--- config.mk ---
export PLATFORM = sky130hd
export DESIGN_NAME = dinsel_top
export DESIGN_NICKNAME = d
export VERILOG_FILES = /design/src/inc/dinsel_pkg.sv /design/src/design/dinsel_filter.sv /design/src/design/dinsel_top.sv
export SDC_FILE = /design/constraint.sdc
export NUM_CORES = 1
export LEC_CHECK = 0
export BUFFER_PORTS_ARGS = -buffer_cell sky130_fd_sc_hd__buf_2
export CAP_MARGIN = 20
export CORE_MARGIN = 2
export CORE_UTILIZATION = 40
export CTS_CLUSTER_SIZE = 14
export DETAILED_ROUTE_END_ITERATION = 10
export GPL_TIMING_DRIVEN = 0
export PLACE_DENSITY_LB_ADDON = 0.1
export SLEW_MARGIN = 20
export SYNTH_ARGS = -nofsm -noshare
export SYNTH_HDL_FRONTEND = slang
export SYNTH_SLANG_ARGS = --single-unit
--- constraint.sdc ---
create_clock -name clk -period 1.7 [get_ports clk]
set_input_delay 0.17 -clock clk [delete_from_list [all_inputs] [get_ports clk]]
set_output_delay 0.17 -clock clk [all_outputs]
set_load 0.05 [all_outputs]
--- src/inc/dinsel_pkg.sv ---
// dinsel_pkg: constants, register map, field layout and carrier types
// for the discrete input and node select block.
// assumes a single 100 MHz clock domain and an apb slave with 32-bit data.
package dinsel_pkg;

  // clock and timing
  localparam int CLK_HZ = 100_000_000;
  localparam int CLK_PERIOD_NS = 10;
  localparam int DEBOUNCE_NS = 2000;
  // least time, so round up to whole cycles
  localparam int DEBOUNCE_CYC = (DEBOUNCE_NS + CLK_PERIOD_NS - 1) / CLK_PERIOD_NS;

  // pin roles: index 0 run permit, 1 and 2 node select
  localparam int N_PINS = 3;
  localparam int PIN_RUN = 0;
  localparam int PIN_NODE_A = 1;
  localparam int PIN_NODE_B = 2;

  // register byte offsets
  localparam int ADDR_W = 8;
  localparam logic [ADDR_W-1:0] OFF_CTRL = 8'h00;
  localparam logic [ADDR_W-1:0] OFF_PINCFG = 8'h04;
  localparam logic [ADDR_W-1:0] OFF_STATUS = 8'h08;
  localparam logic [ADDR_W-1:0] OFF_NODE = 8'h0C;
  localparam logic [ADDR_W-1:0] OFF_BASE = 8'h10;

  // ctrl fields
  localparam int CTRL_SRC_LSB = 0;
  localparam int CTRL_RATE_LSB = 2;
  localparam int CTRL_ROLE_A = 4;
  localparam int CTRL_ROLE_B = 5;
  localparam int CTRL_W = 6;

  // pincfg fields: pin i side at bit 2*i, sense at bit 2*i+1
  localparam int PINCFG_W = 2 * N_PINS;

  // status fields
  localparam int ST_PERMIT = 0;
  localparam int ST_LOGIC_LSB = 1;
  localparam int ST_CAPTURED = 4;
  localparam int ST_LATE_CHG = 5;

  // node fields
  localparam int NODE_UNIT_LSB = 0;
  localparam int NODE_ADDR_LSB = 8;

  // reset values
  localparam logic [31:0] CTRL_RST = 32'h0000_0022;
  localparam logic [31:0] PINCFG_RST = 32'h0000_0000;
  localparam logic [7:0] BASE_RST = 8'h10;

  typedef enum logic {SIDE_SUPPLY, SIDE_GROUND} dinsel_side_e;
  typedef enum logic {SENSE_CLOSED, SENSE_OPEN} dinsel_sense_e;
  typedef enum logic [1:0] {SRC_UNUSED, SRC_BUS, SRC_PIN, SRC_SPARE} dinsel_src_e;
  typedef enum logic [1:0] {RATE_125K, RATE_250K, RATE_500K, RATE_1M} dinsel_rate_e;
  typedef enum logic {ROLE_UPPER, ROLE_LOWER} dinsel_role_e;

  // bus bit rates and their bit periods in clock cycles
  localparam int BITP_W = 10;
  localparam int RATE_125K_HZ = 125_000;
  localparam int RATE_250K_HZ = 250_000;
  localparam int RATE_500K_HZ = 500_000;
  localparam int RATE_1M_HZ = 1_000_000;
  localparam logic [BITP_W-1:0] BITP_125K = BITP_W'(CLK_HZ / RATE_125K_HZ);
  localparam logic [BITP_W-1:0] BITP_250K = BITP_W'(CLK_HZ / RATE_250K_HZ);
  localparam logic [BITP_W-1:0] BITP_500K = BITP_W'(CLK_HZ / RATE_500K_HZ);
  localparam logic [BITP_W-1:0] BITP_1M = BITP_W'(CLK_HZ / RATE_1M_HZ);

  // software configuration as one carrier
  typedef struct packed {
    dinsel_role_e role_b;
    dinsel_role_e role_a;
    dinsel_rate_e rate;
    dinsel_src_e run_src;
  } dinsel_ctrl_s;

  // apb request as one carrier
  typedef struct packed {
    logic psel;
    logic penable;
    logic pwrite;
    logic [ADDR_W-1:0] paddr;
    logic [31:0] pwdata;
  } dinsel_apb_req_s;

endpackage

--- src/design/dinsel_filter.sv ---
// dinsel_filter: three-flop synchroniser and debounce for one contact pin.
// assumes the pin is asynchronous to clk and bounces for less than the
// debounce time.
`timescale 1ns/100ps
module dinsel_filter #(
  parameter int unsigned DEB_CYC = dinsel_pkg::DEBOUNCE_CYC
) (
  input wire logic clk,
  input wire logic reset_n,
  input wire logic pin,
  output logic level_r,
  output logic valid_r
);
  import dinsel_pkg::*;

  localparam int CNT_W = $clog2(DEB_CYC + 1);

  // elaboration check on the filter length
  if (DEB_CYC < 1) begin : g_bad_deb
    $error("dinsel_filter: DEB_CYC must be at least one");
  end

  logic sync1_r, sync2_r, sync3_r;
  logic [CNT_W-1:0] cnt_r, cnt_nxt;
  logic level_nxt, valid_nxt;

  // synchroniser chain; first flop feeds only the second
  always_ff @(posedge clk) begin
    if (!reset_n) begin
      sync1_r <= 1'b0;
      sync2_r <= 1'b0;
      sync3_r <= 1'b0;
    end else begin
      sync1_r <= pin;
      sync2_r <= sync1_r;
      sync3_r <= sync2_r;
    end
  end

  // level counts only while second and third flop agree for DEB_CYC cycles
  always_comb begin
    cnt_nxt = cnt_r;
    level_nxt = level_r;
    valid_nxt = valid_r;
    if (sync2_r != sync3_r) begin
      cnt_nxt = '0; // bounce restarts the wait
    end else if ((sync3_r != level_r) || !valid_r) begin
      if (cnt_r == CNT_W'(DEB_CYC - 1)) begin
        cnt_nxt = '0;
        level_nxt = sync3_r;
        valid_nxt = 1'b1;
      end else begin
        cnt_nxt = cnt_r + CNT_W'(1);
      end
    end else begin
      cnt_nxt = '0;
    end
  end

  // filter state registers
  always_ff @(posedge clk) begin
    if (!reset_n) begin
      cnt_r <= '0;
      level_r <= 1'b0;
      valid_r <= 1'b0;
    end else begin
      cnt_r <= cnt_nxt;
      level_r <= level_nxt;
      valid_r <= valid_nxt;
    end
  end

endmodule

--- src/design/dinsel_top.sv ---
// dinsel_top: discrete input conditioning, run permit gating and power-up
// node selection with bus address and bit rate choice, behind an apb slave.
// assumes contact pins are asynchronous and the bus permit and current
// command come from logic on clk.
// limitation: roles and node pin polarity only count if written before the
// one-time node capture, a few microseconds after reset.
// the late-change flag only reports; the captured unit never moves.
// the bus answers with no wait states, so pready_r is a one-cycle pulse.
//
// Notes on behaviour
// - There are exactly three contact inputs: run permit, and two node select bits.
// - The run permit input has a software set switch side and assert sense.
// - Every input defaults to supply-side wiring and assert on closed contact.
// - The logical true state is the pin level inverted once per ground side and open sense.
// - With the permit inactive the drive current command is forced to zero.
// - The permit source is unused, a bus message or the pin, the pin counting only if chosen.
// - The second and third inputs are each assignable as the upper or lower node bit.
// - Upper and lower false, false gives unit 1, false true 2, true false 3, true true 4.
// - Node select levels are captured once after power-up and later changes are ignored.
// - The bus device address follows from the captured unit number.
// - Four bus bit rates are offered: 125 kbps, 250 kbps, 500 kbps and 1 Mbps.
`timescale 1ns/100ps
module dinsel_top #(
  parameter int unsigned DEB_CYC = dinsel_pkg::DEBOUNCE_CYC,
  parameter int unsigned CUR_W = 16,
  parameter logic [7:0] BASE_ADDR_RST = dinsel_pkg::BASE_RST
) (
  input wire logic clk,
  input wire logic reset_n,
  input wire logic psel,
  input wire logic penable,
  input wire logic pwrite,
  input wire logic [dinsel_pkg::ADDR_W-1:0] paddr,
  input wire logic [31:0] pwdata,
  output logic [31:0] prdata_r,
  output logic pready_r,
  output logic pslverr_r,
  input wire logic [dinsel_pkg::N_PINS-1:0] contact_pin,
  input wire logic bus_run_cmd,
  input wire logic [CUR_W-1:0] current_cmd,
  output logic [CUR_W-1:0] drive_cmd_r,
  output logic run_permit_r,
  output logic node_valid_r,
  output logic [2:0] unit_num_r,
  output logic [7:0] dev_addr_r,
  output dinsel_pkg::dinsel_rate_e bit_rate_sel_r,
  output logic [dinsel_pkg::BITP_W-1:0] bit_period_r
);
  import dinsel_pkg::*;

  // elaboration checks
  if (DEB_CYC < 1) begin : g_bad_deb
    $error("dinsel_top: DEB_CYC must be at least one");
  end
  if (CUR_W < 1 || CUR_W > 32) begin : g_bad_cur
    $error("dinsel_top: CUR_W must lie between 1 and 32");
  end

  dinsel_apb_req_s req;
  dinsel_ctrl_s ctrl_r, ctrl_nxt;
  logic [PINCFG_W-1:0] pincfg_r, pincfg_nxt;
  logic [7:0] base_r, base_nxt;
  logic late_chg_r, late_chg_nxt;
  logic [31:0] prdata_nxt;
  logic pready_nxt, pslverr_nxt;
  logic wr_en, setup, hit;
  logic [N_PINS-1:0] level, lvalid, truth;
  logic upper, lower;
  logic captured_r, captured_nxt;
  logic cap_upper_r, cap_upper_nxt;
  logic cap_lower_r, cap_lower_nxt;
  logic [2:0] unit_nxt;
  logic [7:0] addr_nxt;
  logic permit;
  logic permit_nxt, node_valid_nxt;
  logic [CUR_W-1:0] drive_nxt;
  dinsel_rate_e rate_nxt;
  logic [BITP_W-1:0] bitp_nxt;

  // bundle the bus pins
  assign req = '{psel: psel, penable: penable, pwrite: pwrite, paddr: paddr, pwdata: pwdata};

  // per-pin filter and polarity decode
  for (genvar i = 0; i < N_PINS; i++) begin : g_pin
    dinsel_filter #(
      .DEB_CYC(DEB_CYC)
    ) i_dinsel_filter (
      .clk(clk),
      .reset_n(reset_n),
      .pin(contact_pin[i]),
      .level_r(level[i]),
      .valid_r(lvalid[i])
    );
    // supply-closed and ground-open read high as true
    assign truth[i] = level[i] ^ pincfg_r[2*i] ^ pincfg_r[2*i+1];
  end

  // bus phases: answer ready in the first access cycle, no wait states
  assign setup = req.psel && !req.penable;
  assign wr_en = req.psel && req.penable && req.pwrite && pready_r;
  assign hit = (req.paddr == OFF_CTRL) || (req.paddr == OFF_PINCFG) ||
               (req.paddr == OFF_STATUS) || (req.paddr == OFF_NODE) ||
               (req.paddr == OFF_BASE);

  // software writable configuration
  always_comb begin
    ctrl_nxt = ctrl_r;
    pincfg_nxt = pincfg_r;
    base_nxt = base_r;
    if (wr_en) begin
      unique case (req.paddr)
        OFF_CTRL: begin
          ctrl_nxt = dinsel_ctrl_s'(req.pwdata[CTRL_W-1:0]);
        end
        OFF_PINCFG: begin
          pincfg_nxt = req.pwdata[PINCFG_W-1:0];
        end
        OFF_BASE: begin
          base_nxt = req.pwdata[7:0];
        end
        default: begin
          ctrl_nxt = ctrl_r; // read-only or unmapped: write dropped
        end
      endcase
    end
  end

  // configuration registers; reset gives supply side, closed sense
  always_ff @(posedge clk) begin
    if (!reset_n) begin
      ctrl_r <= dinsel_ctrl_s'(CTRL_RST[CTRL_W-1:0]);
      pincfg_r <= PINCFG_RST[PINCFG_W-1:0];
      base_r <= BASE_ADDR_RST;
    end else begin
      ctrl_r <= ctrl_nxt;
      pincfg_r <= pincfg_nxt;
      base_r <= base_nxt;
    end
  end

  // read data and answer, prepared in the setup cycle
  always_comb begin
    prdata_nxt = 32'h0000_0000;
    pready_nxt = 1'b0;
    pslverr_nxt = 1'b0;
    if (setup) begin
      pready_nxt = 1'b1;
      pslverr_nxt = !hit;
      if (!req.pwrite) begin
        unique case (req.paddr)
          OFF_CTRL: begin
            prdata_nxt[CTRL_W-1:0] = ctrl_r;
          end
          OFF_PINCFG: begin
            prdata_nxt[PINCFG_W-1:0] = pincfg_r;
          end
          OFF_STATUS: begin
            prdata_nxt[ST_PERMIT] = run_permit_r;
            prdata_nxt[ST_LOGIC_LSB +: N_PINS] = truth;
            prdata_nxt[ST_CAPTURED] = captured_r;
            prdata_nxt[ST_LATE_CHG] = late_chg_r;
          end
          OFF_NODE: begin
            prdata_nxt[NODE_UNIT_LSB +: 3] = unit_num_r;
            prdata_nxt[NODE_ADDR_LSB +: 8] = dev_addr_r;
          end
          OFF_BASE: begin
            prdata_nxt[7:0] = base_r;
          end
          default: begin
            prdata_nxt = 32'h0000_0000; // unmapped reads zero with error
          end
        endcase
      end
    end
  end

  // bus answer registers
  always_ff @(posedge clk) begin
    if (!reset_n) begin
      prdata_r <= 32'h0000_0000;
      pready_r <= 1'b0;
      pslverr_r <= 1'b0;
    end else begin
      prdata_r <= prdata_nxt;
      pready_r <= pready_nxt;
      pslverr_r <= pslverr_nxt;
    end
  end

  // role steering; pin a wins upper and pin b wins lower if both share a role
  // a bit that neither pin claims reads false
  always_comb begin
    upper = 1'b0;
    lower = 1'b0;
    if (ctrl_r.role_a == ROLE_UPPER) begin
      upper = truth[PIN_NODE_A];
    end else if (ctrl_r.role_b == ROLE_UPPER) begin
      upper = truth[PIN_NODE_B];
    end
    if (ctrl_r.role_b == ROLE_LOWER) begin
      lower = truth[PIN_NODE_B];
    end else if (ctrl_r.role_a == ROLE_LOWER) begin
      lower = truth[PIN_NODE_A];
    end
  end

  // one-shot capture once both node pins have settled after reset
  // filters start invalid, so a reset level is never taken as a setting
  always_comb begin
    captured_nxt = captured_r;
    cap_upper_nxt = cap_upper_r;
    cap_lower_nxt = cap_lower_r;
    late_chg_nxt = late_chg_r;
    if (!captured_r) begin
      if (lvalid[PIN_NODE_A] && lvalid[PIN_NODE_B]) begin
        captured_nxt = 1'b1;
        cap_upper_nxt = upper;
        cap_lower_nxt = lower;
      end
    end else begin
      // write one clears the late-change flag; a standing difference from the captured bits wins
      if (wr_en && (req.paddr == OFF_STATUS) && req.pwdata[ST_LATE_CHG]) begin
        late_chg_nxt = 1'b0;
      end
      if ((upper != cap_upper_r) || (lower != cap_lower_r)) begin
        late_chg_nxt = 1'b1;
      end
    end
  end

  // unit number and device address from the captured bits
  // two captured bits plus one never carry out of three bits
  always_comb begin
    unit_nxt = {1'b0, cap_upper_r, cap_lower_r} + 3'h1;
    addr_nxt = base_r + {6'h00, cap_upper_r, cap_lower_r};
    if (!captured_r) begin
      unit_nxt = 3'h0; // no unit until the capture
      addr_nxt = 8'h00;
    end
  end

  // capture and node registers
  always_ff @(posedge clk) begin
    if (!reset_n) begin
      captured_r <= 1'b0;
      cap_upper_r <= 1'b0;
      cap_lower_r <= 1'b0;
      late_chg_r <= 1'b0;
      unit_num_r <= 3'h0;
      dev_addr_r <= 8'h00;
      node_valid_r <= 1'b0;
    end else begin
      captured_r <= captured_nxt;
      cap_upper_r <= cap_upper_nxt;
      cap_lower_r <= cap_lower_nxt;
      late_chg_r <= late_chg_nxt;
      unit_num_r <= unit_nxt;
      dev_addr_r <= addr_nxt;
      node_valid_r <= node_valid_nxt;
    end
  end

  assign node_valid_nxt = captured_r;

  // permit source select; an unsettled pin holds the actuator off
  // the bus command is on clk already, so only the pin is filtered
  always_comb begin
    unique case (ctrl_r.run_src)
      SRC_UNUSED: permit = 1'b1;
      SRC_BUS: permit = bus_run_cmd;
      SRC_PIN: permit = lvalid[PIN_RUN] && truth[PIN_RUN];
      default: permit = 1'b0; // spare code is treated as off, the safe side
    endcase
  end

  // gated drive command; limp actuator saves power when not permitted
  // zero, not a held value, so a lost permit never leaves current flowing
  always_comb begin
    permit_nxt = permit;
    drive_nxt = permit ? current_cmd : '0;
  end

  // bit rate selection and its bit period
  // every rate code is legal, hence no default
  always_comb begin
    rate_nxt = ctrl_r.rate;
    unique case (ctrl_r.rate)
      RATE_125K: bitp_nxt = BITP_125K;
      RATE_250K: bitp_nxt = BITP_250K;
      RATE_500K: bitp_nxt = BITP_500K;
      RATE_1M: bitp_nxt = BITP_1M;
    endcase
  end

  // permit, drive and rate registers
  always_ff @(posedge clk) begin
    if (!reset_n) begin
      run_permit_r <= 1'b0;
      drive_cmd_r <= '0;
      bit_rate_sel_r <= RATE_125K;
      bit_period_r <= BITP_125K;
    end else begin
      run_permit_r <= permit_nxt;
      drive_cmd_r <= drive_nxt;
      bit_rate_sel_r <= rate_nxt;
      bit_period_r <= bitp_nxt;
    end
  end

endmodule

==> flow_results.org, run 1 <==
** Run status
- The run finished with clean final reports.

** Finish
- Fin cells :: 857
- Most common library cell in the layout ignoring fill and taps :: sky130_fd_sc_hd__dfxtp_1
- Multi-input combinational cell area :: between 2000 and 2500 µm²
- The area growth from synthesis to layout is 32.5%.
- Of the cells placed in the final design, the portion with a size suffix greater than 1 is between 20 and 30%.
- Combined flip-flop and latch cell area :: roughly 2400 µm²
- Final net count :: between 700 and 800
- The filler cells instantiated in the layout total around 1100.
- Leaving out fill and tap cells, the most frequent cells in the layout are sky130_fd_sc_hd__dfxtp_1, sky130_fd_sc_hd__buf_2, sky130_fd_sc_hd__nor2_1.

** Logic synthesis
- Share of flip-flops with an asynchronous set or reset after synthesis :: 0%
- After synthesis the netlist holds a flip-flop and latch count of 120.
- A synthesized cell averages 9.52 µm².
- Warnings, synthesis :: 0
- Synth cell types :: 57
- Number of enable-type register cells in the synthesized netlist :: 0
- For this run, the leading register cell type out of synthesis is sky130_fd_sc_hd__dfxtp_1.
- Area of the mapped netlist :: approximately 5000 µm²
- Post-Synthesis Cells :: 520
- Sequential cell area fraction in the yosys report :: 48.5%

** CTS
- Clock-pin transition on the worst setup and hold timing paths :: around 0.05 ns
- Buffer type at the clock tree root :: sky130_fd_sc_hd__clkbuf_16
- TritonCTS built the clock tree.
- CTS Buf Count :: 17
- Maximum number of buffers from clock root to sink :: 2
- At the later pin of the worst-skew pair, clock insertion delay measures 0.41 ns.
- CTS H-Tree Depth :: 4
- The tree built by TritonCTS fans out to 120 sinks.

** STA
- Setup repair after global routing could not meet its margin everywhere.
- Hold violation total from the final report :: 0
- Endpoints failing setup :: 0
- For the pin with the worst max-slew slack, the measured transition is 0.739 ns.
- Summed over all failing endpoints, the final setup total negative slack is 0 ns.
- Dividing the final minimum period by the clock period gives a little over nine tenths.
- Derived from the worst setup path, the maximum achievable clock frequency is roughly 610 MHz.
- In this run the tightest slew margin relative to its limit is 50.5%.
- Clock skew :: 0.00827 ns
- Fin. max-slew vios :: 0
- Final worst slack :: roughly 0.063 ns
- Subtracting the final worst setup slack from the clock period gives 1.64 ns.

** Global routing
- The number of global-route vias before repair was 3566.
- Antenna violations before repair :: 0
- The first global-routing pass estimated approximately 18 mm of wire.
- Entering global routing, the biggest net connects 17 pins.
- Final global-route overflow total :: 0
- Global routing consumed, over all layers together, 17.6% of the routing resources.

** Drt
- The first TritonRoute pass finished after 4 iterations.
- Antenna Nets Post-Route :: 0
- Summing over every cut layer, the via total after detailed routing is 3988.
- Post-DR vias/cell :: 4.65
- After detailed routing, the total wire length is ~12 mm.
- The first routing iteration left between 200 and 250 violations.
- After detailed routing, the average wire length per cell comes to 13.6 µm.
- DR DRC count :: 0

** Place
- The count of buffers added on input and output ports is 96.
- GPL Wtd Cong :: 0.846
- The wire-length estimate of the detail-placed layout is 8.20 mm.
- Cell count after placement :: 801
- Prior to clock tree synthesis, the placed netlist has a worst setup slack of -0.279 ns.

** Floorplanning
- Pin placement for this block handled 140 I/O pins.
- The core region is roughly 12000 µm².
- Die ar. :: approximately 13000 µm²
- Once the floorplan was initialized, standard cells occupied 41.0% of the core.
- Horizontal die dimension :: 115 µm
- Vertical die dimension :: 115 µm
- Number of placement rows :: 40

** Critical path
- Ordered list of cells on the worst path :: xor3_2 > a211o_1 > a2bb2oi_1 > o211ai_1
- At the worst endpoint, the arrival time is 1.92 ns.
- Crit Path Max Fanout :: 9
- Startpoint of the worst setup timing path :: pincfg_r[4]$_SDFFE_PN0P_
- Worst path required time :: 1.98 ns
- Critical Path Slowest Stage Cell :: sky130_fd_sc_hd__xor3_2
- Startpoint types :: flop
- STA classifies the critical path endpoint as a flop.
- WS Path Type :: flop to flop
- Reg-to-Reg Start :: pincfg_r[4]$_SDFFE_PN0P_
- Largest stage delay on the critical path :: between 0.5 and 0.6 ns

** Pwr
- Cell leakage power :: roughly 2.9 nW
- Clock share of power :: about 50%
- The internal power of the cells totals approximately 5 mW.
- Fraction of power spent switching nets :: around 22%
- Portion of total power attributed to sequential cells :: between 40% and 50%
- Combinational Power Share :: 6.1%
- In this run the power spent charging and discharging nets is 1.45 mW.
- Power density of the placed cells :: ~1000 nW/µm²
- The worst-case IR drop observed on VDD is 0.000597 V.

** Hold path
- Class of the most critical hold timing path :: primary input to flop
- The worst hold path begins at pwdata[7].

** Flow run
- MaxCap Viol Count :: 0
## final timing paths
path	depth (start not counted)	slack, ns	end
worst max register to register	4	0.06	late_chg_r$_SDFFE_PN0P_
worst min register to register	1	0.43	g_pin[0].i_dinsel_filter.sync2_r$_SDFF_PN0_
worst min-delay path	3	0.04	base_r[7]$_SDFFE_PN0P_
worst max-delay path	4	0.06	late_chg_r$_SDFFE_PN0P_
## routing by layer
layer / track usage (%) / wire, µm
met1: 21.8 / 5250
met2: 28.9 / 5740
met3: 4.38 / 445
met4: 8.19 / 199
met5: 0 / 0
## critical path: cells and delay by family (launching register included)
| family | cells | cell delay, ns |
|---|---|---|
| AOI/OAI and AO/OA | 3 | 0.57 |
| xor gates and xnor gates | 1 | 0.56 |
| DFF | 1 | 0.37 |
## cells by family (layout without fill, tap and decap cells)
family	count (synthesis)	after routing	share of synthesized area, %
AOI/OAI and AO/OA	67	67	9.03
buffers and inverters	49	200	5.16
muxes	18	18	3.64
other	1	19	0.0758
xor gates and xnor gates	28	28	6.14
and+or+nand+nor	225	225	24.3
DFF	120	120	48.5
adders and majority gates	12	12	3.14
## area by class of cell
| cell class | instances | area share (%) |
|---|---|---|
| Timing Repair Buffer | 121 | 10.9 |
| Tap cell | 168 | 3.21 |
| Antenna cell | 1 | 0.0382 |
| Sequential cell | 120 | 36.8 |
| Buffer | 35 | 3.15 |
| Clock buffer | 22 | 7.23 |
| Inverter | 13 | 0.744 |
| Clock inverter | 9 | 1.14 |
| Multi-Input combinational cell | 368 | 36.8 |
## through the flow
| step | utilization [%] | hold WS (ns) | total power [mW] | area (µm²) |
|---|---|---|---|---|
| finish | 54.4 | 0.0367 | 6.55 | 6560 |
| global route | 54.3 | 0.0264 | 6.79 | 6560 |
| CTS | 53.9 | 0.0227 | 6.62 | 6500 |
| detailed placement | 47.4 | 0.378 | 3.28 | 5720 |
| global placement | 47.4 | 0.383 | 3.27 | 5720 |
| floorplan | - | 0.278 | 3.17 | 5030 |
## power by group through the flow
stage / Sequential (mW) / Clock, mW / Combinational (mW)
floorplan: 2.92 / 0 / 0.249
global placement: 2.92 / 0 / 0.353
detailed placement: 2.92 / 0 / 0.356
CTS: 2.86 / 3.37 / 0.394
global route: 2.86 / 3.49 / 0.432
finish: 2.86 / 3.29 / 0.399
## state kept, by name (all words and copies together), names as in the netlist, 4 cells and up
signal,count
g_pin.i_dinsel_filter.cnt_r,24
ctrl_r,4
drive_cmd_r,16
base_r,8
pincfg_r,6
prdata_r,16
bit_period_r,8
dev_addr_r,8
## cells in the mapped netlist, types with 2 or more instances
| library cell | n | area (µm²) |
|---|---|---|
| sky130_fd_sc_hd__mux2i_1 | 18 | 180 |
| sky130_fd_sc_hd__buf_4 | 18 | 135 |
| sky130_fd_sc_hd__o21ai_0 | 18 | 90.1 |
| sky130_fd_sc_hd__or4_1 | 3 | 22.5 |
| sky130_fd_sc_hd__clkbuf_1 | 14 | 52.6 |
| sky130_fd_sc_hd__ha_1 | 10 | 125 |
| sky130_fd_sc_hd__and4b_1 | 2 | 20.0 |
| sky130_fd_sc_hd__nand3_1 | 28 | 140 |
| sky130_fd_sc_hd__nor2_1 | 60 | 225 |
| sky130_fd_sc_hd__nor3b_1 | 3 | 22.5 |
| sky130_fd_sc_hd__a21boi_0 | 13 | 97.6 |
| sky130_fd_sc_hd__a21o_1 | 2 | 15.0 |
| sky130_fd_sc_hd__nor3_1 | 6 | 30.0 |
| sky130_fd_sc_hd__o21a_1 | 2 | 15.0 |
| sky130_fd_sc_hd__nor2b_1 | 22 | 138 |
| sky130_fd_sc_hd__a221oi_1 | 2 | 17.5 |
| sky130_fd_sc_hd__o211ai_1 | 2 | 15.0 |
| sky130_fd_sc_hd__or2_2 | 5 | 31.3 |
| sky130_fd_sc_hd__o22ai_1 | 5 | 31.3 |
| sky130_fd_sc_hd__nand2_1 | 36 | 135 |
| sky130_fd_sc_hd__buf_2 | 3 | 15.0 |
| sky130_fd_sc_hd__nand2b_1 | 2 | 12.5 |
| sky130_fd_sc_hd__a22oi_1 | 2 | 15.0 |
| sky130_fd_sc_hd__a21oi_1 | 8 | 40.0 |
| sky130_fd_sc_hd__nand4_1 | 6 | 37.5 |
| sky130_fd_sc_hd__a2bb2oi_1 | 5 | 43.8 |
| sky130_fd_sc_hd__xor2_1 | 14 | 123 |
| sky130_fd_sc_hd__xor3_1 | 3 | 71.3 |
| sky130_fd_sc_hd__xnor2_1 | 10 | 87.6 |
| sky130_fd_sc_hd__inv_1 | 13 | 48.8 |
| sky130_fd_sc_hd__and3_1 | 11 | 68.8 |
| sky130_fd_sc_hd__dfxtp_1 | 120 | 2400 |
| sky130_fd_sc_hd__and2_1 | 27 | 169 |
| sky130_fd_sc_hd__nor4bb_1 | 4 | 40.0 |
## repair_timing
item,4_1_cts,5_1_grt
endpoints found under the setup margin,20,41
setup buffers,2,4
hold endpoints to repair,19,0
pin swaps,1,3
hold buffers,19,0
resized for setup,6,11
Note: power is estimated with default switching activity, not from simulation.
==> run 2, diff against run 1 <==
--- a/config.mk
+++ b/config.mk
@@ -8,12 +8,13 @@
 export BUFFER_PORTS_ARGS = -buffer_cell sky130_fd_sc_hd__buf_2
 export CAP_MARGIN = 20
 export CORE_MARGIN = 2
-export CORE_UTILIZATION = 40
+export CORE_UTILIZATION = 47
 export CTS_CLUSTER_SIZE = 14
 export DETAILED_ROUTE_END_ITERATION = 10
 export GPL_TIMING_DRIVEN = 0
 export PLACE_DENSITY_LB_ADDON = 0.1
-export SLEW_MARGIN = 20
+export REMOVE_ABC_BUFFERS = 1
+export SLEW_MARGIN = 0
 export SYNTH_ARGS = -nofsm -noshare
 export SYNTH_HDL_FRONTEND = slang
 export SYNTH_SLANG_ARGS = --single-unit
==> run 2 against run 1 <==
  * Global-route usage is 1.7 points higher
  * Via count is 0.48% lower
  * Combinational power is 7.0% lower
  * Core utilization is 8.5 points higher
  * Register-to-register slack hardly changed
  * Setup slack better by 0.0039 ns
  * Cell count is 6.4% lower
  * Maximum frequency is 0.24% higher
==> flow_results.org, run 2 (synthesis results as in run 1) <==
** Global routing
- Via count of the first global-routing pass :: 3615 (+1.4%)
- Antenna violations before repair :: 0 (unchanged)
- First-pass GRT wire length :: 17.0 mm (-3.9%)
- The largest net degree at the start of global routing was 78 (+61).
- Final global-route overflow total :: 0 (unchanged)
- The global-route usage over all layers is 19.3% (+1.7 points).

** Drt
- DR WL/cell :: 13.6 µm (about the same)
- Drt initial violations :: 207 (-1.4%)
- The routed wire length came to 10.9 mm (-6.5%).
- The count of nets left with antenna violations after detail routing came to 0 (unchanged).
- Post-DR vias/cell :: 4.95 (+6.3%)
- The number of iterations in the first detailed-routing pass is 4 (unchanged).
- The total number of vias came to 3969 (-0.48%).
- The DRC violation count after routing came to 0 (unchanged).

** Pwr
- The worst IR drop on VDD is 0.000632 V (+5.8%).
- The leakage dissipation came to 2.83 nW (-2.3%).
- Total power after layout :: 6.60 mW (+0.74%)
- The cell area power density is 1020 nW/µm² (+2.3%).

** Floorplanning
- The area of the core came to 10300 µm² (-15%).
- Vertical die dimension :: 107 µm (-7.5%)
- Die ar. :: 11400 µm² (-14%)
- The standard-cell row count is 37 (-7.5%).
- The width of the die is 107 µm (-7.5%).
- The initial standard-cell utilization of the core was 48.1% (+7.1 points).
- The number of top-level pins is 140 (unchanged).

** Place
- Number of buffers inserted by port buffering :: 97 (+1.0%)
- The final weighted congestion of routability-driven global placement was 0.836 (-1.2%).
- Setup WS pre-CTS :: -0.961 ns (-0.682 ns)
- Detailed placement HPWL :: 7.05 mm (-14%)

** Finish
- Flip-flop count of the largest register, all copies and words added :: 24 (unchanged)
- Relative to the synthesized area, the layout overhead comes to 30.5%.
- Most common library cell in the layout ignoring fill and taps :: sky130_fd_sc_hd__dfxtp_1
- The largest registers in the layout are g_pin.i_dinsel_filter.cnt_r (24), drive_cmd_r (16), prdata_r (16).
- Finished Core Util :: 62.8% (+8.5 points)
- The proportion of layout cells with a drive suffix above 1 is 24.0% (-1.7 points).
- Register bank with the most flops :: g_pin.i_dinsel_filter.cnt_r
- The diode insertion count for antenna repair is 0 (-1).
- Leading cell types in the layout, fill and taps excluded :: sky130_fd_sc_hd__dfxtp_1, sky130_fd_sc_hd__buf_2, sky130_fd_sc_hd__nor2_1
- The number of nets in the layout was 731 (-2.8%).

** Critical path
- Logic depth of the worst register-to-register path :: 4 (unchanged)
- The flop-to-flop setup slack came to 0.07 ns (about the same).
- The worst register-to-register path ends at late_chg_r$_SDFFE_PN0P_.
- The worst register-to-register path begins at pincfg_r[4]$_SDFFE_PN0P_.
- STA classifies the critical path startpoint as a flop.
- The worst setup path is of the flop to flop kind.
- The largest fanout on the critical path is 9 (unchanged).
- The worst setup path is captured at a flop.
- The data required time at the worst endpoint is 2.10 ns (+0.12 ns).
- Startpoint of the worst setup timing path :: pincfg_r[4]$_SDFFE_PN0P_
- CP arrival :: 2.03 ns (+0.11 ns)

** STA
- Final worst slack :: 0.0671 ns (+0.00392 ns)
- Relative max-transition margin :: 56.6% (+6.2 points)
- The aggregate negative setup slack was 0 ns (unchanged).
- Timing-limited maximum frequency :: 612 MHz (+0.24%)
- The total count of max-transition violations in the final report came to 0 (unchanged).
- Unrepaired setup endpoints after global routing :: false
- The clock period minus final worst setup slack is 1.63 ns (-0.00392 ns).
- Clock skew :: 0.0114 ns (+0.00312 ns)
- Fin crit share :: 96.1% (-0.23 points)
- The final number of hold-violating endpoints is 0 (unchanged).
- The actual slew at the worst max-slew pin came to 0.649 ns (-0.0897 ns).
- Endpoints failing setup :: 0 (unchanged)
- Post-route worst hold slack :: 0.0424 ns (+0.00571 ns)

** Hold path
- Class of the most critical hold timing path :: primary input to flop
- The worst hold path begins at reset_n.
- The worst hold path terminates at ctrl_r[5]$_SDFFE_PN1P_.
- Number of instances on the worst hold path :: 2 (-1)

** CTS
- Maximum number of buffers from clock root to sink :: 2 (unchanged)
- Number of clock sinks seen by CTS :: 120 (unchanged)
- Buffer type at the clock tree root :: sky130_fd_sc_hd__clkbuf_8
- Insertion delay of the later-clocked pin in the worst-skew pair :: 0.52 ns (+0.11 ns)
- The number of buffers created by CTS came to 17 (unchanged).
- Clock-pin transition on the worst setup and hold timing paths :: 0.05 ns (about the same)
- CTS tree :: done
- CTS H-Tree Depth :: 4 (unchanged)

** Flow run
- The count of maximum capacitance violations was 0 (unchanged).

** Run status
- The run finished with clean final reports.
[run 2: cell types whose count changed in the layout (fill, tap and decap cells not counted), sizes merged]
cell         before  now
buf             124  106
bufinv            1    2
clkbuf           35   21
clkinv            6    5
diode             1    0
dlygate4sd3      19   29
[run 2: worst max-delay path: stages, from the launching register on]
cell	delay [ns]
sky130_fd_sc_hd__dfxtp_1	0.35
sky130_fd_sc_hd__xor3_2	0.56
sky130_fd_sc_hd__a211o_1	0.34
sky130_fd_sc_hd__a2bb2oi_1	0.16
sky130_fd_sc_hd__o211ai_1	0.10
[run 2: worst max path at each step]
stage	end	cells past startpoint
3_3_place_gp	prdata_r[8]$_SDFF_PP0_	5
3_5_place_dp	prdata_r[15]$_SDFF_PP0_	5
4_1_cts	late_chg_r$_SDFFE_PN0P_	4
5_1_grt	late_chg_r$_SDFFE_PN0P_	5
2_1_floorplan	base_r[4]$_SDFFE_PN1P_	4
6_report	late_chg_r$_SDFFE_PN0P_	4
[run 2: metrics by stage]
stage                     instance area, µm²  instances
after floorplan                         4810        501
after global placement                  5460        734
after detailed placement                5470        735
after CTS                               6380        797
after global routing                    6460        802
final                                   6460        802
[run 2: layout make-up]
| type | count | area [µm²] |
|---|---|---|
| fill | 908 | 3820 |
| multi-input combinational | 368 | 2420 |
| sequential | 120 | 2410 |
| timing repair buffer | 135 | 850 |
| clock buffer | 21 | 459 |
| tap | 136 | 170 |
| clock inverter | 9 | 100 |
| inverter | 13 | 48.8 |
[run 2: power by group]
part	switching (mW)	internal, mW	leakage, nW
Combinational	0.231	0.140	1.58
Sequential	0.0190	2.84	0.972
Clock	1.20	2.17	0.275
[run 2: metal layers]
layer  vias to the layer above  share of wire (%)  global-route usage, %
met3                        20                5.6                   5.84
met1                      1832                 43                   22.7
met2                       106                 50                   32.1
met5                         -                  0                      0
met4                         0                1.7                   9.09
li1                       2011                  -                      -
[run 2: what timing repair did]
action / 4_1_cts / 5_1_grt
setup buffers: 3 / 5
hold buffers: 29 / 0
resized for setup: 9 / 14
endpoints found under the hold margin: 39 / 0
endpoints found under the setup margin: 36 / 38
pin swaps: 2 / 3
